**src/rtl/vsx_params.svh**
```systemverilog
/*
 * Constants of the virtual interrupt command executor: opcodes, field
 * positions inside the command packet, error codes and pointer sizes.
 * Assumes inclusion by bare name from the package and the design modules.
 */
`ifndef VSX_PARAMS_SVH
`define VSX_PARAMS_SVH

// ------------------------------------------------------------------
// Opcodes
// ------------------------------------------------------------------
`define VSX_OP_SOFT      8'h23
`define VSX_OP_VSYNC     8'h25

// ------------------------------------------------------------------
// Field positions (doubleword 0 and 1 of the packet)
// ------------------------------------------------------------------
`define VSX_OP_HI        7
`define VSX_OP_LO        0
`define VSX_E_BIT        8
`define VSX_C_BIT        9
`define VSX_G_BIT        10
`define VSX_N_BIT        11
`define VSX_PRI_HI       23
`define VSX_PRI_LO       20
`define VSX_INT_HI       35
`define VSX_INT_LO       32
`define VSX_VPE_HI       47
`define VSX_VPE_LO       32

// ------------------------------------------------------------------
// Widths, values and counts
// ------------------------------------------------------------------
`define VSX_VPE_W        16
`define VSX_INT_W        4
`define VSX_TGT_W        32
`define VSX_PTR_W        20
`define VSX_PRI_LOW_BITS 4'h0
`define VSX_CMD_BYTES    20'h00020
`define VSX_PTR_RST      20'h00000
`define VSX_ERR_NONE     2'h0
`define VSX_ERR_VPE_OOR  2'h1
`define VSX_ERR_UNMAPPED 2'h2

`endif

```
**src/rtl/vsx_pkg.sv**
```systemverilog
/*
 * Types of the virtual interrupt command executor.
 * Assumes vsx_params.svh is on the include path.
 */
`include "vsx_params.svh"

package vsx_pkg;

    typedef enum logic [2:0] {
        VSX_IDLE  = 3'b000,
        VSX_LOOK  = 3'b001,
        VSX_ISSUE = 3'b010,
        VSX_SYNC  = 3'b011,
        VSX_DONE  = 3'b100
    } vsx_state_t;

    typedef struct packed {
        vsx_state_t             st;
        logic                   cmd_ready;
        logic                   is_sync;
        logic [`VSX_VPE_W-1:0]  vpe;
        logic [`VSX_INT_W-1:0]  intid;
        logic                   en;
        logic                   grp;
        logic                   nmi;
        logic                   clr;
        logic [7:0]             pri;
        logic                   vte_req;
        logic                   rd_req;
        logic [`VSX_TGT_W-1:0]  target;
        logic                   sync_req;
        logic                   xlate_hold;
        logic                   err;
        logic [1:0]             err_code;
        logic                   adv;
        logic                   done;
    } vsx_exec_t;

    typedef struct packed {
        logic [`VSX_PTR_W-1:0]  ptr;
    } vsx_ptr_t;

endpackage : vsx_pkg

```
**src/rtl/vsx_decode.sv**
```systemverilog
/*
 * Field decoder for the two virtual commands; purely combinational.
 * Assumes doublewords 0 and 1 of a packet; the rest is reserved.
 */
`timescale 1ns/1ns
`include "vsx_params.svh"

module vsx_decode
    import vsx_pkg::*;
(
    input  wire logic [63:0]            dw0,
    input  wire logic [63:0]            dw1,
    input  wire logic                   nmi_supported,
    input  wire logic                   grp0_nmi_keep,
    output logic                        is_soft,
    output logic                        is_vsync,
    output logic [`VSX_VPE_W-1:0]       vpe,
    output logic [`VSX_INT_W-1:0]       intid,
    output logic                        en,
    output logic                        grp,
    output logic                        clr,
    output logic [7:0]                  pri,
    output logic                        nmi
);

    logic n_raw;

    always_comb
    begin
        is_soft  = (dw0[`VSX_OP_HI:`VSX_OP_LO] == `VSX_OP_SOFT);   // [RQ1]
        is_vsync = (dw0[`VSX_OP_HI:`VSX_OP_LO] == `VSX_OP_VSYNC);  // [RQ13]
        // Only named fields are read; reserved bits never matter [RQ24] [RQ17]
        vpe      = dw1[`VSX_VPE_HI:`VSX_VPE_LO];
        intid    = dw0[`VSX_INT_HI:`VSX_INT_LO];
        clr      = dw0[`VSX_C_BIT];
        // Configuration fields dropped while clearing [RQ3]
        en       = dw0[`VSX_E_BIT] & ~clr;
        grp      = dw0[`VSX_G_BIT] & ~clr;
        pri      = clr ? 8'h00 : {dw0[`VSX_PRI_HI:`VSX_PRI_LO], `VSX_PRI_LOW_BITS}; // [RQ2]
        n_raw    = dw0[`VSX_N_BIT] & nmi_supported & ~clr;          // [RQ4]
        // Group 0 with the flag: keep it or drop it, per strap [RQ7]
        nmi      = n_raw & (grp | grp0_nmi_keep);
    end

endmodule : vsx_decode

```
**src/rtl/vsx_rdptr.sv**
```systemverilog
/*
 * Command read pointer: advances one packet per completed command and
 * wraps to the queue start. Assumes queue_bytes is a multiple of 32.
 */
`timescale 1ns/1ns
`include "vsx_params.svh"

module vsx_rdptr
    import vsx_pkg::*;
(
    input  wire logic                   clk_sys,
    input  wire logic                   rstn,
    input  wire logic                   adv,
    input  wire logic [`VSX_PTR_W-1:0]  queue_bytes,
    output logic [`VSX_PTR_W-1:0]       rd_ptr
);

    vsx_ptr_t s_ff;
    vsx_ptr_t nxt_s;
    logic [`VSX_PTR_W:0] sum;

    always_comb
    begin
        nxt_s = s_ff;
        sum   = {1'b0, s_ff.ptr} + {1'b0, `VSX_CMD_BYTES};
        if (adv)
        begin
            // Wrap when reaching the queue end [RQ23]
            if (sum >= {1'b0, queue_bytes})
                nxt_s.ptr = `VSX_PTR_RST;
            else
                nxt_s.ptr = sum[`VSX_PTR_W-1:0];
        end
    end

    always_ff @(posedge clk_sys or negedge rstn)
    begin
        if (!rstn)
            s_ff <= '{ptr: `VSX_PTR_RST};
        else
            s_ff <= nxt_s;
    end

    assign rd_ptr = s_ff.ptr;

    property p_ptr_wrap;
        @(posedge clk_sys) disable iff (!rstn)
        adv |=> (rd_ptr == ((({1'b0, $past(rd_ptr)} + {1'b0, `VSX_CMD_BYTES})
                 >= {1'b0, $past(queue_bytes)}) ? `VSX_PTR_RST
                 : $past(rd_ptr) + `VSX_CMD_BYTES));
    endproperty
    a_ptr_wrap: assert property (p_ptr_wrap) else $error("read pointer step wrong"); // [RQ23]

    property p_ptr_still;
        @(posedge clk_sys) disable iff (!rstn)
        !adv |=> $stable(rd_ptr);
    endproperty
    a_ptr_still: assert property (p_ptr_still) else $error("read pointer moved"); // [RQ23]

endmodule : vsx_rdptr

```
**src/rtl/vsx_exec.sv**
```systemverilog
/*
 * Executor for the virtual software interrupt configuration command and
 * the virtual PE synchronisation command, one command at a time.
 * Assumes a same-clock command fetcher, vPE table lookup port,
 * redistributor request port and completion tracker on the far side.
 */
//
// Summary of operation
// [RQ1] Opcode 0x23 in low byte of doubleword 0 is the soft interrupt command.
// [RQ2] Priority carries bits 7:4; bits 3:0 are forced to zero.
// [RQ3] Enable and group come from the command, dropped when clearing pending.
// [RQ4] Non-maskable flag honoured only where supported, else ignored.
// [RQ5] Without clear, configuration is written and pending state untouched.
// [RQ6] With clear, only pending state is cleared, configuration kept.
// [RQ7] Group 0 with non-maskable flag: flag kept or dropped per strap.
// [RQ8] Software leaves priority zero when non-maskable flag set.
// [RQ9] Soft interrupt command with vPE above configured range is an error.
// [RQ10] vPE mapped nowhere: command completes with only a pointer advance.
// [RQ11] vPE mapped elsewhere only: update or no effect, per strap.
// [RQ12] Soft interrupt effects guaranteed visible only after a later sync.
// [RQ13] Opcode 0x25 is sync; nothing later runs until vPE work observed.
// [RQ14] After sync, all earlier effects govern later doorbell writes.
// [RQ15] Sync looks up target, waits for all redistributors, then advances.
// [RQ16] Sync with unmapped or out-of-range vPE is an error.
// [RQ17] Packet is 32 bytes, four doublewords; fields placed by index.
// [RQ18] Each command behaves as atomic; later translations see full effect.
// [RQ19] Requests to one redistributor go out in order, writes not awaited.
// [RQ20] Table writes not awaited but ordered before later operations.
// [RQ21] Pending moves clear at source and set at destination atomically.
// [RQ22] Cache invalidation uses the vPE entry; invalid entry is failure.
// [RQ23] Each completed command advances the read pointer with wrap.
// [RQ24] Reserved fields of both packets are ignored.
//
`timescale 1ns/1ns
`include "vsx_params.svh"

module vsx_exec
    import vsx_pkg::*;
(
    input  wire logic                   clk_sys,
    input  wire logic                   rstn,
    input  wire logic                   cmd_valid,
    input  wire logic [63:0]            cmd_dw0,
    input  wire logic [63:0]            cmd_dw1,
    output logic                        cmd_ready,
    input  wire logic [`VSX_VPE_W-1:0]  max_vpe,
    input  wire logic                   nmi_supported,
    input  wire logic                   grp0_nmi_keep,
    input  wire logic                   remote_update_en,
    input  wire logic [`VSX_PTR_W-1:0]  queue_bytes,
    output logic                        vte_req,
    output logic [`VSX_VPE_W-1:0]       vte_vpe,
    input  wire logic                   vte_ack,
    input  wire logic                   vte_local_valid,
    input  wire logic                   vte_remote_valid,
    input  wire logic [`VSX_TGT_W-1:0]  vte_target,
    output logic                        rd_req,
    output logic                        rd_clr,
    output logic [`VSX_TGT_W-1:0]       rd_target,
    output logic [`VSX_VPE_W-1:0]       rd_vpe,
    output logic [`VSX_INT_W-1:0]       rd_intid,
    output logic                        rd_en,
    output logic                        rd_grp,
    output logic [7:0]                  rd_pri,
    output logic                        rd_nmi,
    input  wire logic                   rd_ack,
    output logic                        sync_req,
    output logic [`VSX_TGT_W-1:0]       sync_target,
    input  wire logic                   sync_done,
    input  wire logic                   mem_idle,
    output logic                        xlate_hold,
    output logic                        cmd_err,
    output logic [1:0]                  cmd_err_code,
    output logic                        cmd_done,
    output logic [`VSX_PTR_W-1:0]       rd_ptr
);

    // ------------------------------------------------------------------
    // Decode
    // ------------------------------------------------------------------
    logic                   d_soft;
    logic                   d_vsync;
    logic [`VSX_VPE_W-1:0]  d_vpe;
    logic [`VSX_INT_W-1:0]  d_intid;
    logic                   d_en;
    logic                   d_grp;
    logic                   d_clr;
    logic [7:0]             d_pri;
    logic                   d_nmi;
    logic                   accept;
    logic                   d_oor;

    vsx_decode u_decode (
        .dw0           (cmd_dw0),
        .dw1           (cmd_dw1),
        .nmi_supported (nmi_supported),
        .grp0_nmi_keep (grp0_nmi_keep),
        .is_soft       (d_soft),
        .is_vsync      (d_vsync),
        .vpe           (d_vpe),
        .intid         (d_intid),
        .en            (d_en),
        .grp           (d_grp),
        .clr           (d_clr),
        .pri           (d_pri),
        .nmi           (d_nmi)
    );

    // ------------------------------------------------------------------
    // Sequencer
    // ------------------------------------------------------------------
    vsx_exec_t s_ff;
    vsx_exec_t nxt_s;

    assign accept = cmd_valid & s_ff.cmd_ready;
    assign d_oor  = (d_vpe > max_vpe);

    always_comb
    begin
        nxt_s      = s_ff;
        nxt_s.err  = 1'b0;
        nxt_s.adv  = 1'b0;
        nxt_s.done = 1'b0;
        unique case (s_ff.st)
            VSX_IDLE:
            begin
                if (accept)
                begin
                    nxt_s.cmd_ready  = 1'b0;
                    // Translations held off while a command runs [RQ18] [RQ14]
                    nxt_s.xlate_hold = 1'b1;
                    nxt_s.is_sync    = d_vsync;
                    nxt_s.vpe        = d_vpe;
                    nxt_s.intid      = d_intid;
                    nxt_s.en         = d_en;
                    nxt_s.grp        = d_grp;
                    nxt_s.clr        = d_clr;
                    nxt_s.pri        = d_pri;
                    nxt_s.nmi        = d_nmi;
                    if ((d_soft | d_vsync) && d_oor)
                    begin
                        // Out-of-range vPE [RQ9] [RQ16]
                        nxt_s.st       = VSX_DONE;
                        nxt_s.err      = 1'b1;
                        nxt_s.err_code = `VSX_ERR_VPE_OOR;
                        nxt_s.adv      = 1'b1;
                        nxt_s.done     = 1'b1;
                    end
                    else if (d_soft | d_vsync)
                    begin
                        nxt_s.st      = VSX_LOOK;
                        nxt_s.vte_req = 1'b1;
                    end
                    else
                    begin
                        // Other opcodes belong elsewhere; retire untouched
                        nxt_s.st   = VSX_DONE;
                        nxt_s.adv  = 1'b1;
                        nxt_s.done = 1'b1;
                    end
                end
            end
            VSX_LOOK:
            begin
                if (vte_ack)
                begin
                    nxt_s.vte_req = 1'b0;
                    nxt_s.target  = vte_target;                     // [RQ15]
                    if (s_ff.is_sync)
                    begin
                        if (vte_local_valid)
                        begin
                            nxt_s.st       = VSX_SYNC;
                            nxt_s.sync_req = 1'b1;
                        end
                        else
                        begin
                            // Invalid vPE entry is a failure [RQ16] [RQ22]
                            nxt_s.st       = VSX_DONE;
                            nxt_s.err      = 1'b1;
                            nxt_s.err_code = `VSX_ERR_UNMAPPED;
                            nxt_s.adv      = 1'b1;
                            nxt_s.done     = 1'b1;
                        end
                    end
                    else if (vte_local_valid | (vte_remote_valid & remote_update_en)) // [RQ11]
                    begin
                        // Config write or pending clear, never both [RQ5] [RQ6]
                        nxt_s.st     = VSX_ISSUE;
                        nxt_s.rd_req = 1'b1;
                    end
                    else
                    begin
                        // No effect beyond the pointer [RQ10]
                        nxt_s.st   = VSX_DONE;
                        nxt_s.adv  = 1'b1;
                        nxt_s.done = 1'b1;
                    end
                end
            end
            VSX_ISSUE:
            begin
                // Single ordered request; completion is not awaited [RQ19] [RQ21] [RQ12]
                if (rd_ack)
                begin
                    nxt_s.rd_req = 1'b0;
                    nxt_s.st     = VSX_DONE;
                    nxt_s.adv    = 1'b1;
                    nxt_s.done   = 1'b1;
                end
            end
            VSX_SYNC:
            begin
                // Wait for redistributors and table writes [RQ13] [RQ15] [RQ20]
                if (sync_done && mem_idle)
                begin
                    nxt_s.sync_req = 1'b0;
                    nxt_s.st       = VSX_DONE;
                    nxt_s.adv      = 1'b1;
                    nxt_s.done     = 1'b1;
                end
            end
            VSX_DONE:
            begin
                nxt_s.st         = VSX_IDLE;
                nxt_s.cmd_ready  = 1'b1;
                nxt_s.xlate_hold = 1'b0;
                nxt_s.err_code   = `VSX_ERR_NONE;
            end
            default:
            begin
                nxt_s = '0;
            end
        endcase
    end

    always_ff @(posedge clk_sys or negedge rstn)
    begin
        if (!rstn)
        begin
            s_ff           <= '0;
            s_ff.cmd_ready <= 1'b1;
        end
        else
            s_ff <= nxt_s;
    end

    // ------------------------------------------------------------------
    // Read pointer
    // ------------------------------------------------------------------
    vsx_rdptr u_rdptr (
        .clk_sys     (clk_sys),
        .rstn        (rstn),
        .adv         (s_ff.adv),
        .queue_bytes (queue_bytes),
        .rd_ptr      (rd_ptr)
    );

    // ------------------------------------------------------------------
    // Outputs
    // ------------------------------------------------------------------
    assign cmd_ready    = s_ff.cmd_ready;
    assign vte_req      = s_ff.vte_req;
    assign vte_vpe      = s_ff.vpe;
    assign rd_req       = s_ff.rd_req;
    assign rd_clr       = s_ff.clr;
    assign rd_target    = s_ff.target;
    assign rd_vpe       = s_ff.vpe;
    assign rd_intid     = s_ff.intid;
    assign rd_en        = s_ff.en;
    assign rd_grp       = s_ff.grp;
    assign rd_pri       = s_ff.pri;
    assign rd_nmi       = s_ff.nmi;
    assign sync_req     = s_ff.sync_req;
    assign sync_target  = s_ff.target;
    assign xlate_hold   = s_ff.xlate_hold;
    assign cmd_err      = s_ff.err;
    assign cmd_err_code = s_ff.err_code;
    assign cmd_done     = s_ff.done;

    // ------------------------------------------------------------------
    // Assertions
    // ------------------------------------------------------------------
    property p_soft_lookup;
        @(posedge clk_sys) disable iff (!rstn)
        accept && cmd_dw0[7:0] == 8'h23 && !d_oor |=> vte_req && !s_ff.is_sync;
    endproperty
    a_soft_lookup: assert property (p_soft_lookup) else $error("lookup missing"); // [RQ1]

    property p_pri_low;
        @(posedge clk_sys) disable iff (!rstn)
        rd_req |-> rd_pri[3:0] == 4'h0;
    endproperty
    a_pri_low: assert property (p_pri_low) else $error("low priority bits set"); // [RQ2]

    property p_clr_ignores;
        @(posedge clk_sys) disable iff (!rstn)
        rd_req && rd_clr |-> !rd_en && !rd_grp && !rd_nmi && rd_pri == 8'h00;
    endproperty
    a_clr_ignores: assert property (p_clr_ignores) else $error("config on clear"); // [RQ3]

    property p_nmi_gate;
        @(posedge clk_sys) disable iff (!rstn)
        accept && !nmi_supported |=> !s_ff.nmi;
    endproperty
    a_nmi_gate: assert property (p_nmi_gate) else $error("nmi without support"); // [RQ4]

    property p_oor_err;
        @(posedge clk_sys) disable iff (!rstn)
        accept && (d_soft || d_vsync) && d_oor
            |=> cmd_err && cmd_err_code == 2'h1 && cmd_done ##1 cmd_ready;
    endproperty
    a_oor_err: assert property (p_oor_err) else $error("range error missed"); // [RQ9]

    property p_unmapped_noeffect;
        @(posedge clk_sys) disable iff (!rstn)
        s_ff.st == VSX_LOOK && vte_ack && !vte_local_valid && !vte_remote_valid
            && !s_ff.is_sync |=> cmd_done && !cmd_err && !rd_req;
    endproperty
    a_unmapped_noeffect: assert property (p_unmapped_noeffect) else $error("unmapped"); // [RQ10]

    property p_sync_blocks;
        @(posedge clk_sys) disable iff (!rstn)
        sync_req && !(sync_done && mem_idle) |=> sync_req && !cmd_ready && xlate_hold;
    endproperty
    a_sync_blocks: assert property (p_sync_blocks) else $error("sync released early"); // [RQ13]

    property p_sync_unmapped;
        @(posedge clk_sys) disable iff (!rstn)
        s_ff.st == VSX_LOOK && vte_ack && !vte_local_valid && s_ff.is_sync
            |=> cmd_err && cmd_err_code == 2'h2;
    endproperty
    a_sync_unmapped: assert property (p_sync_unmapped) else $error("sync error missed"); // [RQ16]

    property p_sync_target;
        @(posedge clk_sys) disable iff (!rstn)
        $rose(sync_req) |-> sync_target == $past(vte_target);
    endproperty
    a_sync_target: assert property (p_sync_target) else $error("sync target wrong"); // [RQ15]

    property p_done_ready;
        @(posedge clk_sys) disable iff (!rstn)
        cmd_done |-> !cmd_ready ##1 cmd_ready && !xlate_hold;
    endproperty
    a_done_ready: assert property (p_done_ready) else $error("ready not restored"); // [RQ18]

    c_soft_cfg: cover property (@(posedge clk_sys) disable iff (!rstn)
        rd_req && rd_ack && !rd_clr);
    c_soft_clr: cover property (@(posedge clk_sys) disable iff (!rstn)
        rd_req && rd_ack && rd_clr);
    c_sync_ok: cover property (@(posedge clk_sys) disable iff (!rstn)
        sync_req ##1 sync_req ##1 !sync_req);
    c_err: cover property (@(posedge clk_sys) disable iff (!rstn) cmd_err);

endmodule : vsx_exec

```
**config.mk**
```make
export PLATFORM = sky130hd
export DESIGN_NAME = vsx_exec
export DESIGN_NICKNAME = d
export VERILOG_FILES = /design/src/rtl/vsx_pkg.sv /design/src/rtl/vsx_decode.sv /design/src/rtl/vsx_rdptr.sv /design/src/rtl/vsx_exec.sv
export VERILOG_INCLUDE_DIRS = /design/src /design/src/rtl
export SDC_FILE = /design/constraint.sdc
export NUM_CORES = 1
export LEC_CHECK = 0
export BUFFER_PORTS_ARGS = -buffer_cell sky130_fd_sc_hd__buf_4
export CORE_AREA = 4 4 133 135
export CTS_CLUSTER_DIAMETER = 60
export DETAILED_ROUTE_END_ITERATION = 10
export DIE_AREA = 0 0 137 139
export PLACE_DENSITY = 0.69
export SLEW_MARGIN = 15
export SYNTH_ARGS = -nofsm -noshare
export SYNTH_HDL_FRONTEND = slang
export SYNTH_SLANG_ARGS = --single-unit
```
**constraint.sdc**
```tcl
create_clock -name clk_sys -period 2.87 [get_ports clk_sys]
set_input_delay 0.287 -clock clk_sys [delete_from_list [all_inputs] [get_ports clk_sys]]
set_output_delay 0.287 -clock clk_sys [all_outputs]
set_load 0.005 [all_outputs]
```
=== Word level (Yosys, flattened, before mapping) ===
Cells that the tools add are included.

* Output and inout port bits: 141
* Input port bits: 208
* Register bits: 98

* Equality and inequality tests: 18
* Bitwise operators: 18
* Muxes and demuxes: 42
* Order comparisons: 2
* Reduce and logical (&&, ||, !) cells: 18
* $add $sub $neg: 1

{| class="wikitable"
|+ Operators by type and width
! cell !! number
|-
| $pmux 33 s2 || 1
|-
| $pmux 32 s2 || 1
|-
| $mux 38 || 1
|-
| $mux 35 || 1
|-
| $mux 3 || 10
|-
| $ne 2x2->1 const B || 12
|-
| $add 20x6->21 const B || 1
|-
| $ge 21x20->1 || 1
|-
| $mux 20 || 1
|-
| $eq 8x6->1 const B || 2
|-
| $gt 16x16->1 || 1
|-
| $reduce_and 5->1 || 3
|-
| $mux 2 || 6
|-
| $pmux 1 s3 || 4
|-
| $pmux 3 s4 || 1
|-
| $reduce_or 3->1 || 4
|-
| $mux 5 || 2
|-
| $mux 1 || 8
|-
| $mux 8 || 1
|-
| $not 1->1 || 8
|-
| $pmux 2 s4 || 1
|-
| $reduce_or 4->1 || 2
|-
| $and 1x1->1 || 7
|-
| $eq 3x2->1 const B || 2
|-
| other kinds (12) || 18
|}

=== Logic depth before layout (Yosys ltp) ===
* Depth after elaboration: 6
* Gate-level depth with buffers: 13

=== Cells and area by module ===
From an unflattened synthesis, not the netlist that was laid out.

* Cells, all modules: 720
* Area total of the unflattened synthesis: 6124.6 um^2

{| class="wikitable"
|+ By module, submodules not included
! module !! area each (um^2) !! instances !! cells an instance
|-
| vsx_exec || 4429.2 || 1 || 524
|-
| vsx_rdptr || 1390.1 || 1 || 157
|-
| vsx_decode || 305.3 || 1 || 39
|}

=== Least setup slack after synthesis ===
OpenSTA, ideal clock, no wires.

* Path type: reg-to-reg
* Start: register u_rdptr.s_ff, in the netlist u_rdptr.rd_ptr[8]
* End: register u_rdptr.s_ff, in the netlist u_rdptr.rd_ptr[17]
* Cell stages (with the launch flop): 13
* Library setup time: 0.066 ns
* Period minus slack after synthesis: 2.976 ns
* Arrival: 2.910 ns
* Setup slack: -0.106 ns
* Cells stage by stage: dfrtp_1 clkbuf_1 nand4_1 or3_1 nand2_1 ha_1 and4_4 and4b_1 a2111o_1 a211o_4 buf_6 o21ai_2 a22o_1

* Word-level cells in the longest chain between the ends: 3

{| class="wikitable"
|+ RTL lines
! item !! line !! source
|-
| start, declared || vsx_rdptr.sv:18 || <nowiki>vsx_ptr_t s_ff;</nowiki>
|-
| start signal, assigned || vsx_rdptr.sv:39 || <nowiki>s_ff <= '{ptr: `VSX_PTR_RST};</nowiki>
|-
| start signal, assigned || vsx_rdptr.sv:41 || <nowiki>s_ff <= nxt_s;</nowiki>
|-
| $add 20x6->21 * || vsx_rdptr.sv:25 || <nowiki>sum = {1'b0, s_ff.ptr} + {1'b0, `VSX_CMD_BYTES};</nowiki>
|-
| $ge 21x20->1 || vsx_rdptr.sv:29 || <nowiki>if (sum >= {1'b0, queue_bytes})</nowiki>
|-
| $mux 20 * || vsx_rdptr.sv:29 ||
|}

Every way passes the cells marked *; elsewhere a longest branch is shown, timed or not.
A chain may end at the register's enable or synchronous reset.

=== Worst setup path in the final report ===
* Start: register u_rdptr.s_ff, in the netlist u_rdptr.rd_ptr[5]
* End: register u_rdptr.s_ff, in the netlist u_rdptr.rd_ptr[5]

The elaborated chain is that of the path after synthesis.

==> results.cfg <==
[outcome]
outcome = complete, but fails checks
violations = hold timing, setup timing

[synth]
synthFlopType = dfrtp_1
yosys_register_bits = 88
synth_edf_count = 0
async_flop_share_pct = 100
synthCells = 674
yosysWarnings = 0
syn_avg_cell_area_um2 = 8.37
netlist_area_mm2 = 0.00564
ys_seq_area_share_pct = 39.0
synth_cell_types = 49

[critical_path]
critPathLaunchType = flop
worst-path-buf-inv = 1
path_max_fanout = 7
critical_path_required_ps = 3140
cp_data_arrival_time_ps = 3210
crit_type = reg -> reg
cp_cell_sequence = ha_4, buf_6, nand3_4, xnor2_2, ha_1, and4_4, and4b_1, a2111o_1, a211o_4, nor2_4, mux2_4
cp_slowest_cell = a2111o_1
critPathTopFamily = compound AO/OA/AOI/OAI gates
crit_path_end_kind = flop
crit_path_max_incr_delay_ps = 460

[clocking]
clkSlewWorstSetupHoldPaths_ps = 70
cts_buffer_depth = 2
h-tree-depth = 3
hold_buffers = 0
cts_tree = done
cts_made_buffers = 9
root_buffer = clkbuf_16
worstSkewPairLatency_ps = 340
cts_num_sinks = 88

[place]
port_buffers = 247
dp_cells = 1044
dpl-instance-area_mm2 = 0.00715
gp_congestion = 0.845
place_ws_ps = -147
post-dp-hpwl_mm = 11.4

[global_route]
overflow = 0
antenna_found_initial = 0
grt_start_max_net_pins = 89
grt_pass1_vias = 4880
grt_pass1_wl_mm = 23.6
grt.total_usage_pct = 15.5

[die]
dieArea_mm2 = 0.0190
rows = 47
die_w_um = 137
core-area_mm2 = 0.0165
die_h_um = 139
pin_count = 349
start_util_pct = 34.3

[layout]
fin_cells = 1069
multi_input_area_mm2 = 0.00254
drive_gt1_share_pct = 40.3
synthToLayoutAreaGrowth_pct = 36.0
final_area_mm2 = 0.00768
regArea_mm2 = 0.00220
n_fill_cell = 1614
diodes = 0
nets = 1084

[timing]
fin_hold_ws_ps = -15.4
max_slew_margin_pct = 31.3
tns_ps = -452
finalHoldViolCount = 16
tightest_slew_ps = 1030
skew_ps = 11.6
setup_viol = 9
fin_crit_sh_pct = 103
drv_slew = 0
fin_ws_ps = -72.3
fmax_mhz = 340
rsz0062_at_grt = yes
min_period_ps = 2940

[min_path]
min_path_type = in -> async

[power]
powerDensity_mw_per_mm2 = 630
p_leak_nw = 3.95
power_mw = 4.83
vdd_drop_max_mv = 0.336

[route]
via_per_inst = 4.57
totalWireLength_mm = 15.1
vias = 4885
drtIter0Drc = 172
detail_route.first_pass.iterations = 4
wl_per_cell_um = 14.1
drc = 0
drtAntennaViolNets = 0

[flow_run]
cap_violations = 0
## kinds of logic (layout without fill, tap and decap cells)
group	count (synthesis)	count (layout)	synth area share (%)
adder cells (fa/ha/maj)	32	32	7.10
other	1	9	0.0665
XOR/XNOR	13	13	2.02
buffers and inverters	181	347	19.8
flip-flops	88	88	39.0
AO/OA/AOI/OAI	141	142	15.0
AND/OR/NAND/NOR	217	217	16.8
multiplexers	1	1	0.200
## cell usage after synthesis, types with 2 or more instances
library cell    n  share of area (%)
a211oi_1        4               0.53
xnor2_1         8                1.2
nor4bb_1        2               0.35
o2bb2ai_1       7                1.1
o221ai_1        3               0.47
a22o_1          7                1.1
dfrtp_1        87                 39
o31ai_1         2               0.27
nand3b_1        2               0.27
xor2_1          5               0.78
o21ai_0        83                7.4
inv_1          38                2.5
nand2_1       151                 10
nor4b_1         2               0.31
nor2b_1         3               0.33
clkbuf_1       26                1.7
a21oi_1        20                1.8
nand3_1        11               0.98
nand2b_1        4               0.44
nor3_1          7               0.62
o21ai_2         2               0.31
ha_1           32                7.1
nor2_1         18                1.2
a31oi_1         2               0.22
buf_4         115                 15
o21a_1          4               0.53
nand4_1         7               0.78
## cell usage in the layout, fill, tap and decap left out, types with 3 or more instances in the layout
cell | synthesis | layout
o21a_1 | 4 | 4
xor2_1 | 5 | 5
nand3_2 | 0 | 3
buf_4 | 115 | 286
o21ai_0 | 83 | 78
ha_1 | 32 | 30
inv_1 | 38 | 38
conb_1 | 1 | 9
nand4_1 | 7 | 7
xnor2_1 | 8 | 5
xnor2_2 | 0 | 3
nand3_1 | 11 | 7
clkbuf_16 | 0 | 9
o2bb2ai_1 | 7 | 5
o221ai_1 | 3 | 3
nor2b_1 | 3 | 3
nor2_1 | 18 | 13
nand2b_1 | 4 | 4
a22o_1 | 7 | 7
o21ai_1 | 0 | 3
o21ai_2 | 2 | 3
nand2_1 | 151 | 149
buf_6 | 1 | 5
nor2_4 | 1 | 4
nor3_1 | 7 | 7
clkinvlp_4 | 0 | 3
a21oi_1 | 20 | 19
dfrtp_1 | 87 | 86
## layer usage
metal | routed length, um | up-vias | track usage [%]
li1 | - | 2458 | -
met1 | 6200 | 2215 | 19.0
met2 | 7190 | 188 | 25.6
met3 | 1350 | 24 | 3.99
met4 | 379 | 0 | 6.62
met5 | 0 | - | 0
## where the power goes
group          leakage [nW]  switching, mW  internal, mW
logic                  2.65          0.857          1.11
clock network         0.128          0.516         0.616
registers              1.17          0.223          1.51
## final timing paths
check	from	end	slack [ps]	cells after the start
min in group clk_sys	vte_target[0]	rd_target[0]	190	3
max in group asynchronous	rstn	u_rdptr.rd_ptr[6]	2490	2
min reg2reg	rd_grp	rd_grp	490	2
min	rstn	rd_vpe[5]	-20	2
max	u_rdptr.rd_ptr[5]	u_rdptr.rd_ptr[5]	-70	11
max reg2reg	u_rdptr.rd_ptr[5]	u_rdptr.rd_ptr[5]	-70	11
## through the flow
stage               utilization [%]  hold slack [ps]
floorplan                         -            -8.59
global placement               43.4              377
detailed placement             43.4              380
CTS                            45.6            0.682
global route                   46.6             20.7
finish                         46.6            -15.4
## what timing repair did
item / 4_1_cts / 5_1_grt
setup endpoints to repair: 13 / 15
cloned: 1 / 0
hold endpoints to repair: 0 / 0
buffers inserted: 4 / 4
pin swaps: 9 / 19
gates resized for setup: 7 / 32
## layout make-up
class                      count  area share [%]
timing repair buffer         292            29.0
inverter                      39            1.91
multi-input combinational    414            33.1
clock inverter                 5           0.522
tap                          220            3.59
sequential                    88            28.7
clock buffer                  11            3.16
## state kept, by name (all words and copies together) (netlist names), 2 cells and up
name and cells:
rd_vpe 16, rd_target 32, rd_pri 4, rd_intid 4, s_ff 5, u_rdptr.rd_ptr 15
cmd_err_code 2
(Power assumes the default switching activity.)
